## src/pst_cfg.svh

```systemverilog
// constants for the program sequencer and table read block
// assumes inclusion by bare name from the package and the design module
`ifndef PST_CFG_SVH
`define PST_CFG_SVH
`define PST_PHASES 4
`define PST_PC_W 12
`define PST_WORD_W 15
`define PST_STACK_DEPTH 8
`define PST_SST_CYCLES 1024
`define PST_VEC_RESET 12'h000
`define PST_VEC_EXT0 12'h004
`define PST_VEC_EXT1 12'h008
`define PST_VEC_TMR8 12'h00c
`define PST_VEC_TMR16 12'h010
`define PST_VEC_TBASE 12'h014
`define PST_VEC_RTC 12'h018
`define PST_VEC_ADC 12'h01c
`define PST_OFF_PCL 8'h06
`define PST_OFF_TBLPTR 8'h07
`define PST_OFF_THI 8'h08
`define PST_OFF_CTRL 8'h09
`define PST_OFF_STAT 8'h0a
`define PST_OFF_INSTR 8'h0b
`define PST_OFF_TDATA 8'h0c
`define PST_LAST_PAGE 4'hf
`endif

```

## src/pst_pkg.sv

```systemverilog
// types for the program sequencer and table read block
// assumes pst_cfg.svh provides the numeric constants
`include "pst_cfg.svh"
package pst_pkg;
   // sequencer states, gray along wait, run and dummy steps; run to table flips both bits
   typedef enum logic [1:0] {
      PST_WAIT = 2'b00,
      PST_RUN = 2'b01,
      PST_DUMMY = 2'b11,
      PST_TABLE = 2'b10
   } pst_state_type;
   // operation presented for the current cycle
   typedef enum logic [2:0] {
      PST_OP_NONE = 3'h0,
      PST_OP_JUMP = 3'h1,
      PST_OP_CALL = 3'h2,
      PST_OP_RET = 3'h3,
      PST_OP_SKIP = 3'h4,
      PST_OP_TRDC = 3'h5,
      PST_OP_TRDL = 3'h6
   } pst_op_type;
   // instruction command word
   typedef struct packed {
      pst_op_type op;
      logic [11:0] target;
   } pst_cmd_type;
endpackage

```

## src/pst_sequencer.sv

```systemverilog
// program sequencer: phases, counter, stack, vectors, table read, avalon slave
// assumes a synchronous program memory answering next cycle, irq pins asynchronous
//
// Contract
// RULE1: four system clocks per instruction cycle
// RULE2: fetch pipelined one cycle ahead of execute
// RULE3: counter changes cost one dummy cycle
// RULE4: twelve bit counter, increments per fetch
// RULE5: taken skip discards fetched word, adds two
// RULE6: reset clears counter to word zero
// RULE7: first external interrupt vectors to 004
// RULE8: second external interrupt vectors to 008
// RULE9: eight bit timer overflow vectors to 00c
// RULE10: sixteen bit timer overflow vectors to 010
// RULE11: time base interrupt vectors to 014
// RULE12: real time clock interrupt vectors to 018
// RULE13: conversion done interrupt vectors to 01c
// RULE14: low byte write jumps within page
// RULE15: jump, call, return load twelve bits
// RULE16: current page table uses counter high bits
// RULE17: last page table forces high bits ones
// RULE18: table word splits low byte, high latch
// RULE19: high latch read only, pointer read write
// RULE20: table read takes two instruction cycles
// RULE21: start-up timer holds 1024 clocks
// RULE22: eight level stack for calls, interrupts
// RULE23: full stack keeps interrupt pending
// RULE24: lowest vector wins simultaneous requests
//
// The Avalon-MM slave port was decided locally.
`timescale 1ns/100ps
`include "pst_cfg.svh"
module pst_sequencer (
   // clock, reset, enable
   input wire logic core_clk,
   input wire logic rst,
   input wire logic clk_en,
   // wake from halt restarts start-up timer
   input wire logic wake,
   // avalon-mm slave
   input wire logic [7:0] avs_address,
   input wire logic avs_read,
   input wire logic avs_write,
   input wire logic [31:0] avs_writedata,
   output logic [31:0] avs_readdata,
   output logic avs_waitrequest,
   // program memory
   output logic [11:0] pm_addr,
   output logic pm_rd,
   input wire logic [14:0] pm_data,
   // interrupt requests, external pins and peripheral pulses
   input wire logic ext_irq_a_n,
   input wire logic ext_irq_b_n,
   input wire logic [4:0] periph_irq,
   // status
   output logic [11:0] pc_out,
   output logic [1:0] phase_out,
   output logic running
);
   // phase and state
   logic [1:0] phase_r;
   pst_pkg::pst_state_type state_r, state_nxt;
   logic [10:0] sst_r;
   logic [11:0] pc_r, pc_nxt;
   logic [14:0] ir_r;
   logic ir_valid_r;
   // stack storage
   logic [11:0] stack_r [0:`PST_STACK_DEPTH-1];
   logic [3:0] sp_r;
   // registers
   logic [7:0] tblptr_r, thi_r, tdata_r;
   logic [6:0] irq_en_r;
   logic [6:0] irq_pend_r;
   pst_pkg::pst_cmd_type cmd_r;
   logic cmd_valid_r, skip_cond_r;
   logic [11:0] table_addr_r;
   logic [31:0] rdata_r;
   logic ack_r;
   // low byte write waits here for the next instruction boundary
   logic pcl_pend_r;
   logic [7:0] pcl_val_r;
   // synchronisers for external pins
   logic [1:0] ext_s1_r, ext_s2_r, ext_s3_r;

   // lowest set bit selector, used for irq and vector
   function automatic logic [2:0] lowest(input logic [6:0] v);
      lowest = 3'h0;
      for (int i = 6; i >= 0; i--) begin
         if (v[i]) begin
            lowest = i[2:0];
         end
      end
   endfunction

   // byte write of a register from the bus word
   function automatic logic [7:0] lowbyte(input logic [31:0] d);
      lowbyte = d[7:0];
   endfunction

   // decode
   wire logic cyc_end = clk_en && (phase_r == 2'h3);            // [RULE1]
   wire logic [6:0] irq_src = {periph_irq, ~ext_s2_r[1], ~ext_s2_r[0]};
   wire logic [6:0] irq_live = irq_pend_r & irq_en_r;
   wire logic stack_full = (sp_r == 4'(`PST_STACK_DEPTH));
   wire logic irq_take = (|irq_live) && !stack_full && (state_r == pst_pkg::PST_RUN); // [RULE23]
   wire logic [2:0] irq_sel = lowest(irq_live);                 // [RULE24]
   wire logic [11:0] irq_vec = 12'(`PST_VEC_EXT0) + {7'h0, irq_sel, 2'h0}; // [RULE7] [RULE13]
   wire logic bus_req = (avs_read || avs_write) && !ack_r;
   wire logic pcl_hit = avs_write && ack_r && (avs_address == `PST_OFF_PCL);
   wire logic wr_pcl = pcl_pend_r;
   wire logic [11:0] pc_plus1 = pc_r + 12'h001;                 // [RULE4]
   wire logic [11:0] pc_skip = pc_r + 12'h002;
   wire logic [11:0] stack_top = stack_r[3'(sp_r - 4'h1)];
   wire logic [11:0] tbl_cur = {pc_r[11:8], tblptr_r};          // [RULE16]
   wire logic [11:0] tbl_last = {`PST_LAST_PAGE, tblptr_r};     // [RULE17]
   wire pst_pkg::pst_op_type op = cmd_valid_r ? cmd_r.op : pst_pkg::PST_OP_NONE;

   // phase counter cycles four clocks per instruction cycle
   always_ff @(posedge core_clk) begin
      if (rst) begin
         phase_r <= 2'h0;
      end else if (clk_en) begin
         phase_r <= phase_r + 2'h1;                             // [RULE1]
      end
   end

   // start-up timer, restarted on wake
   always_ff @(posedge core_clk) begin
      if (rst) begin
         sst_r <= 11'h000;
      end else if (clk_en) begin
         if (wake) begin
            sst_r <= 11'h000;                                   // [RULE21]
         end else if (sst_r != 11'(`PST_SST_CYCLES)) begin
            sst_r <= sst_r + 11'h001;
         end
      end
   end

   // next state and counter, one decision per instruction cycle
   always_comb begin
      state_nxt = state_r;
      pc_nxt = pc_r;
      case (state_r)
         pst_pkg::PST_WAIT: begin
            if (sst_r == 11'(`PST_SST_CYCLES)) begin
               state_nxt = pst_pkg::PST_RUN;                    // [RULE21]
            end
         end
         pst_pkg::PST_RUN: begin
            if (irq_take) begin
               pc_nxt = irq_vec;                                // [RULE22]
               state_nxt = pst_pkg::PST_DUMMY;
            end else if (wr_pcl) begin
               pc_nxt = {pc_r[11:8], pcl_val_r};                // [RULE14]
               state_nxt = pst_pkg::PST_DUMMY;                  // [RULE3]
            end else begin
               case (op)
                  pst_pkg::PST_OP_JUMP, pst_pkg::PST_OP_CALL: begin
                     pc_nxt = cmd_r.target;                     // [RULE15]
                     state_nxt = pst_pkg::PST_DUMMY;            // [RULE3]
                  end
                  pst_pkg::PST_OP_RET: begin
                     pc_nxt = stack_top;                        // [RULE15]
                     state_nxt = pst_pkg::PST_DUMMY;
                  end
                  pst_pkg::PST_OP_SKIP: begin
                     pc_nxt = skip_cond_r ? pc_skip : pc_plus1; // [RULE5]
                     state_nxt = skip_cond_r ? pst_pkg::PST_DUMMY : pst_pkg::PST_RUN;
                  end
                  pst_pkg::PST_OP_TRDC, pst_pkg::PST_OP_TRDL: begin
                     state_nxt = pst_pkg::PST_TABLE;            // [RULE20]
                  end
                  default: begin
                     pc_nxt = pc_plus1;                         // [RULE4]
                  end
               endcase
            end
         end
         pst_pkg::PST_DUMMY: begin
            state_nxt = pst_pkg::PST_RUN;                       // [RULE3]
         end
         pst_pkg::PST_TABLE: begin
            pc_nxt = pc_plus1;
            state_nxt = pst_pkg::PST_RUN;                       // [RULE20]
         end
         default: begin
            state_nxt = pst_pkg::PST_WAIT;
         end
      endcase
   end

   // state, counter and fetch register; fetch runs a cycle ahead of execute
   always_ff @(posedge core_clk) begin
      if (rst || (clk_en && wake)) begin
         state_r <= pst_pkg::PST_WAIT;
         pc_r <= `PST_VEC_RESET;                                // [RULE6]
         ir_valid_r <= 1'b0;
      end else if (cyc_end) begin
         state_r <= state_nxt;
         pc_r <= pc_nxt;
         // a fetched word counts only in a plain run cycle
         ir_valid_r <= (state_nxt == pst_pkg::PST_RUN) && (state_r == pst_pkg::PST_RUN); // [RULE2]
      end
   end

   // instruction word latch at phase 1 of fetch
   always_ff @(posedge core_clk) begin
      if (rst) begin
         ir_r <= 15'h0000;
      end else if (clk_en && phase_r == 2'h1) begin
         ir_r <= pm_data;                                       // [RULE2]
      end
   end

   // a bus write rarely lands on phase 3, so hold it until the cycle ends
   always_ff @(posedge core_clk) begin
      if (rst) begin
         pcl_pend_r <= 1'b0;
         pcl_val_r <= 8'h00;
      end else if (clk_en) begin
         if (pcl_hit) begin
            pcl_pend_r <= 1'b1;                                 // [RULE14]
            pcl_val_r <= lowbyte(avs_writedata);
         end else if (cyc_end && state_r == pst_pkg::PST_RUN && !irq_take) begin
            pcl_pend_r <= 1'b0;
         end
      end
   end

   // stack push on call or interrupt, pop on returns
   always_ff @(posedge core_clk) begin
      if (rst) begin
         sp_r <= 4'h0;
      end else if (cyc_end && state_r == pst_pkg::PST_RUN) begin
         if (irq_take || (op == pst_pkg::PST_OP_CALL && !wr_pcl)) begin
            // full stack on call loses the oldest entry, pointer holds
            if (!stack_full) begin
               sp_r <= sp_r + 4'h1;                             // [RULE22]
            end
         end else if (op == pst_pkg::PST_OP_RET && sp_r != 4'h0 && !wr_pcl) begin
            sp_r <= sp_r - 4'h1;                                // [RULE22]
         end
      end
   end

   // stack storage write, shifting when a call overflows
   always_ff @(posedge core_clk) begin
      if (cyc_end && state_r == pst_pkg::PST_RUN) begin
         if (irq_take) begin
            stack_r[3'(sp_r)] <= pc_r;                          // [RULE22]
         end else if (op == pst_pkg::PST_OP_CALL && !wr_pcl) begin
            if (stack_full) begin
               for (int i = 0; i < `PST_STACK_DEPTH - 1; i++) begin
                  stack_r[i] <= stack_r[i+1];
               end
               stack_r[`PST_STACK_DEPTH-1] <= pc_plus1;
            end else begin
               stack_r[3'(sp_r)] <= pc_plus1;                   // [RULE22]
            end
         end
      end
   end

   // pin synchronisers, then edge detect on the second stage
   always_ff @(posedge core_clk) begin
      if (rst) begin
         ext_s1_r <= 2'h3;
         ext_s2_r <= 2'h3;
         ext_s3_r <= 2'h3;
      end else if (clk_en) begin
         ext_s1_r <= {ext_irq_b_n, ext_irq_a_n};
         ext_s2_r <= ext_s1_r;
         ext_s3_r <= ext_s2_r;
      end
   end

   // pending flags: set wins over acknowledge clear
   always_ff @(posedge core_clk) begin
      if (rst) begin
         irq_pend_r <= 7'h00;
      end else if (clk_en) begin
         for (int i = 0; i < 7; i++) begin
            if (i < 2 ? (ext_s3_r[i] && !ext_s2_r[i]) : irq_src[i]) begin
               irq_pend_r[i] <= 1'b1;                           // [RULE7] [RULE8]
            end else if (cyc_end && irq_take && irq_sel == i[2:0]) begin
               irq_pend_r[i] <= 1'b0;                           // [RULE9] [RULE10] [RULE11] [RULE12]
            end
         end
      end
   end

   // table read capture during the second cycle
   always_ff @(posedge core_clk) begin
      if (rst) begin
         table_addr_r <= 12'h000;
         thi_r <= 8'h00;
         tdata_r <= 8'h00;
      end else if (clk_en) begin
         if (state_r == pst_pkg::PST_RUN && phase_r == 2'h3) begin
            table_addr_r <= (op == pst_pkg::PST_OP_TRDL) ? tbl_last : tbl_cur;
         end
         if (state_r == pst_pkg::PST_TABLE && phase_r == 2'h3) begin
            tdata_r <= pm_data[7:0];                            // [RULE18]
            thi_r <= {1'b0, pm_data[14:8]};                     // [RULE18]
         end
      end
   end

   // command register: written by software, consumed at cycle end
   always_ff @(posedge core_clk) begin
      if (rst) begin
         cmd_r <= '0;
         cmd_valid_r <= 1'b0;
         skip_cond_r <= 1'b0;
      end else if (clk_en) begin
         if (avs_write && ack_r && avs_address == `PST_OFF_INSTR) begin
            cmd_r <= pst_pkg::pst_cmd_type'(avs_writedata[14:0]);
            skip_cond_r <= avs_writedata[15];
            cmd_valid_r <= 1'b1;
         end else if (cyc_end && state_r == pst_pkg::PST_RUN && !irq_take) begin
            cmd_valid_r <= 1'b0;
         end
      end
   end

   // software registers: pointer and enables
   always_ff @(posedge core_clk) begin
      if (rst) begin
         tblptr_r <= 8'h00;
         irq_en_r <= 7'h00;
      end else if (clk_en && avs_write && ack_r) begin
         if (avs_address == `PST_OFF_TBLPTR) begin
            tblptr_r <= lowbyte(avs_writedata);                 // [RULE19]
         end
         if (avs_address == `PST_OFF_CTRL) begin
            irq_en_r <= avs_writedata[6:0];
         end
      end
   end

   // read mux; high latch has no write path
   wire logic [31:0] rd_mux =
      (avs_address == `PST_OFF_PCL) ? {24'h0, pc_r[7:0]} :
      (avs_address == `PST_OFF_TBLPTR) ? {24'h0, tblptr_r} :
      (avs_address == `PST_OFF_THI) ? {24'h0, thi_r} :          // [RULE19]
      (avs_address == `PST_OFF_CTRL) ? {25'h0, irq_en_r} :
      (avs_address == `PST_OFF_STAT) ? {10'h0, state_r, sp_r, irq_pend_r, 1'b0, pc_r[11:4]} :
      (avs_address == `PST_OFF_TDATA) ? {24'h0, tdata_r} : 32'h0;

   // bus answer one cycle after the request
   always_ff @(posedge core_clk) begin
      if (rst) begin
         ack_r <= 1'b0;
         rdata_r <= 32'h0;
      end else if (clk_en) begin
         ack_r <= bus_req;
         rdata_r <= rd_mux;
      end
   end

   // outputs
   assign avs_waitrequest = (avs_read || avs_write) && !ack_r;
   assign avs_readdata = rdata_r;
   assign pm_addr = (state_r == pst_pkg::PST_TABLE) ? table_addr_r : pc_r;
   assign pm_rd = (state_r != pst_pkg::PST_WAIT);
   assign pc_out = pc_r;
   assign phase_out = phase_r;
   assign running = (state_r != pst_pkg::PST_WAIT);
endmodule

```

## config.mk

```make
export PLATFORM = sky130hd
export DESIGN_NAME = pst_sequencer
export DESIGN_NICKNAME = d
export VERILOG_FILES = /design/src/pst_pkg.sv /design/src/pst_sequencer.sv
export VERILOG_INCLUDE_DIRS = /design/src
export SDC_FILE = /design/constraint.sdc
export NUM_CORES = 1
export LEC_CHECK = 0
export ABC_CLOCK_PERIOD_IN_PS = 8800
export BUFFER_PORTS_ARGS = -buffer_cell sky130_fd_sc_hd__buf_2
export CORE_MARGIN = 10
export CORE_UTILIZATION = 64
export CTS_CLUSTER_DIAMETER = 80
export DETAILED_ROUTE_END_ITERATION = 7
export PLACE_DENSITY_LB_ADDON = 0.2
export REMOVE_ABC_BUFFERS = 1
export SYNTH_ARGS = -nofsm -noshare
export SYNTH_HDL_FRONTEND = slang
export SYNTH_SLANG_ARGS = --single-unit
```

## constraint.sdc

```tcl
create_clock -name core_clk -period 8.8 [get_ports core_clk]
set_input_delay 1.76 -clock core_clk [delete_from_list [all_inputs] [get_ports core_clk]]
set_output_delay 1.76 -clock core_clk [all_outputs]
set_load 0.005 [all_outputs]
```

==> impl_metrics.env, run 1 <==
export IMPL_outcome="finished clean"
export IMPL_holdPathEnd="ext_s2_r[1]"
export IMPL_cts_inserted_buffers=25
export IMPL_power_density_nw_per_um2=163
export IMPL_reg2reg_slack_ps=4940
export IMPL_post_synth_top_area_fraction=0.246
export IMPL_synth_seq_cells=230
export IMPL_worstSetupStartpointType="input port"
export IMPL_relSlewSlack=0.235
export IMPL_hold_class="reg2reg"
export IMPL_postCtsHoldBufs=0
export IMPL_clock_tree_htree_level_count=1
export IMPL_hold_depth=1
export IMPL_worst_r2r_endpoint="stack_r[4][6]"
export IMPL_drive_above_1_share=0.148
export IMPL_die_x_um=155
export IMPL_hpwlAfterDp_um=22300
export IMPL_switching_share=0.215
export IMPL_critPathArrivalTime_ps=5160
export IMPL_synth_edf_count=96
export IMPL_p_sw_uw=457
export IMPL_peakVddDrop_mv=0.158
export IMPL_clock_path_buffers=3
export IMPL_leakage_uw=0.00489
export IMPL_gr_total_overflow=0
export IMPL_tritoncts="built"
export IMPL_grt_util_all_layers=0.261
export IMPL_synth_area_leaders="edfxtp_1 (25%), dfxtp_1 (23%), nand2_1 (9.8%)"
export IMPL_drc=0
export IMPL_p_int_uw=1670
export IMPL_clk_pin_slew_ps=60
export IMPL_reg2reg_depth=5
export IMPL_synth_most_common_cell="nand2_1"
export IMPL_start_util=0.652
export IMPL_setup_viol=0
export IMPL_grt_pass1_wl_um=51400
export IMPL_area_growth_pct=11.1
export IMPL_io_pins=129
export IMPL_period_minus_slack_ps=4940
export IMPL_worstSetupEndpointType="register"
export IMPL_hold_viol=0
export IMPL_grt_setup_unrepaired="no"
export IMPL_avgViaCountPerCell=6.28
export IMPL_antenna_found_initial=0
export IMPL_clkPwrFrac=0.448
export IMPL_p_seq_frac=0.525
export IMPL_final_core_util=0.724
export IMPL_period_share=0.561
export IMPL_syn_area_um2=11700
export IMPL_p_comb_frac=0.028
export IMPL_nets=1434
export IMPL_synth_cell_types=78
export IMPL_maxCapViolations=0
export IMPL_n_antenna_cell=0
export IMPL_io_buffers=101
export IMPL_synthTopCellsByCount="nand2_1 (305), dfxtp_1 (134), nor2_1 (119), edfxtp_1 (96), a21oi_1 (75)"
export IMPL_worst_pin_slew_ps=1140
export IMPL_firstDrtPassIters=5
export IMPL_yosys_warnings=0
export IMPL_fp_coreArea_um2=18000
export IMPL_root_buffer="clkbuf_16"
export IMPL_wire_per_inst_um=20.5
export IMPL_die_h_um=155
export IMPL_drv_slew=0
export IMPL_cts_sinks=230
export IMPL_synthCells=1292
export IMPL_synthFlopType="dfxtp_1"
export IMPL_wl_um=32700
export IMPL_fin_total_pwr_uw=2130
export IMPL_ys_seq_area_frac=0.475
export IMPL_cts_setup_buffers=0
export IMPL_fmax_mhz=203
export IMPL_rr_startpoint="phase_out[0]"
export IMPL_hold_path_startpoint="ext_s1_r[1]"
export IMPL_grt_pass1_vias=9655
export IMPL_worst_ep_required_time_ps=9020
export IMPL_clock_latency_ps=510
export IMPL_avgSynthCellArea_um2=9.06
export IMPL_grt_max_degree=89
export IMPL_cts_resized=0
export IMPL_fp_dieArea_um2=24100
export IMPL_path_max_fanout=50
export IMPL_yosysTopAreaCell="edfxtp_1"
export IMPL_place_gp_congestion=0.946
export IMPL_ant_nets=0
export IMPL_core_rowCount=49
export IMPL_drt_iter0_drc=1116
export IMPL_vias=10000
export IMPL_skew_ps=9.38
export IMPL_synthArstFlopShare=0
export IMPL_crit_type="in2reg"
export IMPL_tns_ps=0
[cell type report]
| class | instances | area (µm²) |
|---|---|---|
| clock buffer | 38 | 688 |
| fill | 1336 | 4960 |
| tap | 229 | 287 |
| multi-input combinational | 954 | 5710 |
| sequential | 230 | 5570 |
| timing repair buffer | 120 | 651 |
| clock inverter | 6 | 33.8 |
| inverter | 20 | 75.1 |
[metal layers]
layer / track usage / vias to the layer above / part of all wire
met5: 0 / - / 0
met4: 0.115 / 0 / 0.040
met3: 0.0430 / 87 / 0.082
met2: 0.428 / 531 / 0.48
met1: 0.334 / 4727 / 0.40
li1: - / 4685 / -
[layout by cell type, fill, tap and decap left out, drive strengths merged, types with 31 or more instances in the layout]
master and instances:
o21ai 50, nor2 120, buf 120, nand3 31
a21oi 75, mux2i 34, nand2 305, dfxtp 134
edfxtp 96, clkbuf 38
[power groups by stage]
stage                     sequential, µW  combinational (µW)  clock [µW]
after CTS                           1120                57.8         961
after global placement              1140                56.4           0
after floorplan                     1140                20.5           0
final                               1120                58.9         952
after detailed placement            1140                57.2           0
after global routing                1120                64.6        1000
[kinds of logic (layout without fill, tap and decap cells)]
kind of cell	Yosys count	in the layout	share of synthesized area
simple gates	563	563	0.211
compound gates	254	254	0.142
flops	230	230	0.475
buf+inv	118	184	0.0426
mux	65	65	0.0781
xor+xnor	46	46	0.0344
fa+ha+maj	15	15	0.0160
other cells	1	11	0.000320
[worst max path at each step]
| stage | from | end |
|---|---|---|
| 2_1_floorplan | clk_en | stack_r[7][3] |
| 6_report | clk_en | stack_r[4][6] |
| 5_1_grt | clk_en | stack_r[5][11] |
| 4_1_cts | clk_en | stack_r[5][8] |
| 3_3_place_gp | clk_en | stack_r[4][8] |
| 3_5_place_dp | clk_en | stack_r[4][8] |
[flip-flops by register name, indices dropped and copies added (netlist names), 2 cells and up]
signal and count:
sst_r 11, stack_r 96, sp_r 4, irq_en_r 7, thi_r 7, pcl_val_r 8, state_r 2, table_addr_r 12
pc_out 12, tdata_r 8, cmd_r 15, tblptr_r 8, phase_out 2, ext_s3_r 2, avs_readdata 21, irq_pend_r 7
ext_s2_r 2, ext_s1_r 2
[worst max-delay path: stages]
cell and delay [ps]:
buf_2 70, buf_4 430, and3_1 700, nand3_1 990, o21ai_1 880, buf_4 300
[stage by stage]
step                      hold slack, ps  area, µm²  setup slack, ps  instances
after floorplan                      427      11300             3370       1204
after global placement               441      12300             3450       1553
after detailed placement             449      12300             3460       1553
after CTS                            458      13000             3930       1597
after global routing                 467      13000             3670       1597
final                                457      13000             3860       1597
Note: power is estimated with default switching activity, not from simulation.
==> run 2, diff against run 1 <==
ABC_CLOCK_PERIOD_IN_PS = 5100   (was 8800)
CORE_UTILIZATION = 59   (was 64)
clock period = 5.1 ns   (was 8.8 ns; I/O delays follow)
==> impl_metrics.env, run 2 (same netlist as run 1, synthesis figures left out) <==
export IMPL_placed_area_um2=12300
export IMPL_worst_r2r_endpoint="stack_r[4][3]"
export IMPL_fmax_mhz=278
export IMPL_critPathArrivalTime_ps=3840
export IMPL_worst_pin_slew_ps=1160
export IMPL_antenna_found_initial=0
export IMPL_vias=9804
export IMPL_path_max_fanout=12
export IMPL_n_antenna_cell=0
export IMPL_largest_register="stack_r"
export IMPL_drive_above_1_share=0.151
export IMPL_cts_inserted_buffers=24
export IMPL_hold_path_startpoint="table_addr_r[5]"
export IMPL_cts_setup_buffers=0
export IMPL_power_density_nw_per_um2=290
export IMPL_firstDrtPassIters=5
export IMPL_die_h_um=161
export IMPL_wire_per_inst_um=19.0
export IMPL_largest_reg_flops=96
export IMPL_ff_latch_area_um2=5570
export IMPL_grt_max_degree=99
export IMPL_final_design_area_no_fill_um2=13200
export IMPL_skew_ps=13.7
export IMPL_fp_coreArea_um2=19500
export IMPL_avgViaCountPerCell=5.99
export IMPL_fp_dieArea_um2=25900
export IMPL_ant_nets=0
export IMPL_cp_top_family="simple AND/OR/NAND/NOR gates"
export IMPL_clock_tree_htree_level_count=1
export IMPL_grt_setup_unrepaired="no"
export IMPL_worst_ep_required_time_ps=5340
export IMPL_fin_total_pwr_uw=3820
export IMPL_wl_um=31200
export IMPL_maxCapViolations=0
export IMPL_cpPeakStageDelay_ps=730
export IMPL_place_gp_congestion=0.965
export IMPL_layout_commonest_cell="nand2_1"
export IMPL_clk_pin_slew_ps=60
export IMPL_grt_pass1_wl_um=50300
export IMPL_drt_iter0_drc=774
export IMPL_hold_class="reg2reg"
export IMPL_relSlewSlack=0.220
export IMPL_cts_resized=0
export IMPL_period_share=0.707
export IMPL_crit_type="reg2reg"
export IMPL_crit_chain="ha_1 -> nand3_1 -> nor4_4 -> nand2_1 -> o21a_1 -> o21ai_1 -> nand2_1"
export IMPL_outcome="finished clean"
export IMPL_period_minus_slack_ps=3600
export IMPL_final_cell_mix="nand2_1 (305), dfxtp_1 (134), nor2_1 (119)"
export IMPL_fillers=1604
export IMPL_leakage_uw=0.00494
export IMPL_clock_latency_ps=520
export IMPL_peakVddDrop_mv=0.281
export IMPL_core_rowCount=51
export IMPL_io_buffers=101
export IMPL_worstSetupStartpointType="register"
export IMPL_grt_pass1_vias=9439
export IMPL_drv_slew=0
export IMPL_postCtsHoldBufs=0
export IMPL_nets=1437
export IMPL_hpwlAfterDp_um=21800
export IMPL_area_growth_pct=12.4
export IMPL_gr_total_overflow=0
export IMPL_multi_input_area_um2=5700
export IMPL_io_pins=129
export IMPL_tns_ps=0
export IMPL_reg2reg_depth=7
export IMPL_holdPathEnd="table_addr_r[5]"
export IMPL_drc=0
export IMPL_worstSetupEndpointType="register"
export IMPL_root_buffer="clkbuf_16"
export IMPL_cts_sinks=230
export IMPL_cp_buffers_inverters=0
export IMPL_grt_util_all_layers=0.234
export IMPL_clock_path_buffers=3
export IMPL_timing_hold_ws_ps=452
export IMPL_rr_startpoint="phase_out[0]"
export IMPL_die_x_um=161
export IMPL_hold_depth=2
export IMPL_tritoncts="built"
export IMPL_start_util=0.602
export IMPL_hold_viol=0
export IMPL_worst_path_most_repeated_cell="nand2_1"
export IMPL_slowest_stage="nor4_4"
export IMPL_setup_viol=0
export IMPL_reg2reg_slack_ps=1500
## run 2: worst max-delay path by stage
stage,startpoint,to,slack [ps],cells past startpoint
finish,phase_out[0],stack_r[4][3],1500,7
global route,phase_out[0],stack_r[4][3],1340,7
CTS,phase_out[0],stack_r[4][3],1560,7
detailed placement,clk_en,stack_r[4][3],1140,7
global placement,clk_en,stack_r[0][5],1210,7
floorplan,clk_en,stack_r[7][3],410,5
## run 2: cell type report
cell class / count / area share
Multi-Input combinational cell: 954 / 0.433
Sequential cell: 230 / 0.423
Clock buffer: 35 / 0.0527
Timing Repair Buffer: 124 / 0.0517
Tap cell: 265 / 0.0252
Clock inverter: 9 / 0.00913
Inverter: 20 / 0.00570
## run 2: metrics by stage
stage,utilization,instances,setup WS (ps)
final,0.676,1637,1500
after global routing,0.676,1637,1340
after CTS,0.676,1637,1560
after detailed placement,0.635,1593,1140
after global placement,0.635,1593,1210
after floorplan,-,1204,407
## run 2: per-layer routing
metal  vias up  wire (µm)  share of wire  GRT usage
met5         -          0              0          0
met4         0        970          0.031     0.0835
met3        70       2440          0.078     0.0401
met2       419      14700           0.47      0.382
met1      4629      13100           0.42      0.307
li1       4686          -              -          -
## run 2: power by group
group | internal (µW) | switching, µW | leakage [µW]
clock network | 1090 | 708 | 0.000395
logic | 36.6 | 62.6 | 0.00278
registers | 1910 | 10.4 | 0.00176
## run 2: worst min-delay path: cells and delay by family, from the launching register on
family	cells	cell delay, ps
flip-flops	1	300
AND/OR/NAND/NOR	1	50
AO/OA/AOI/OAI	1	50
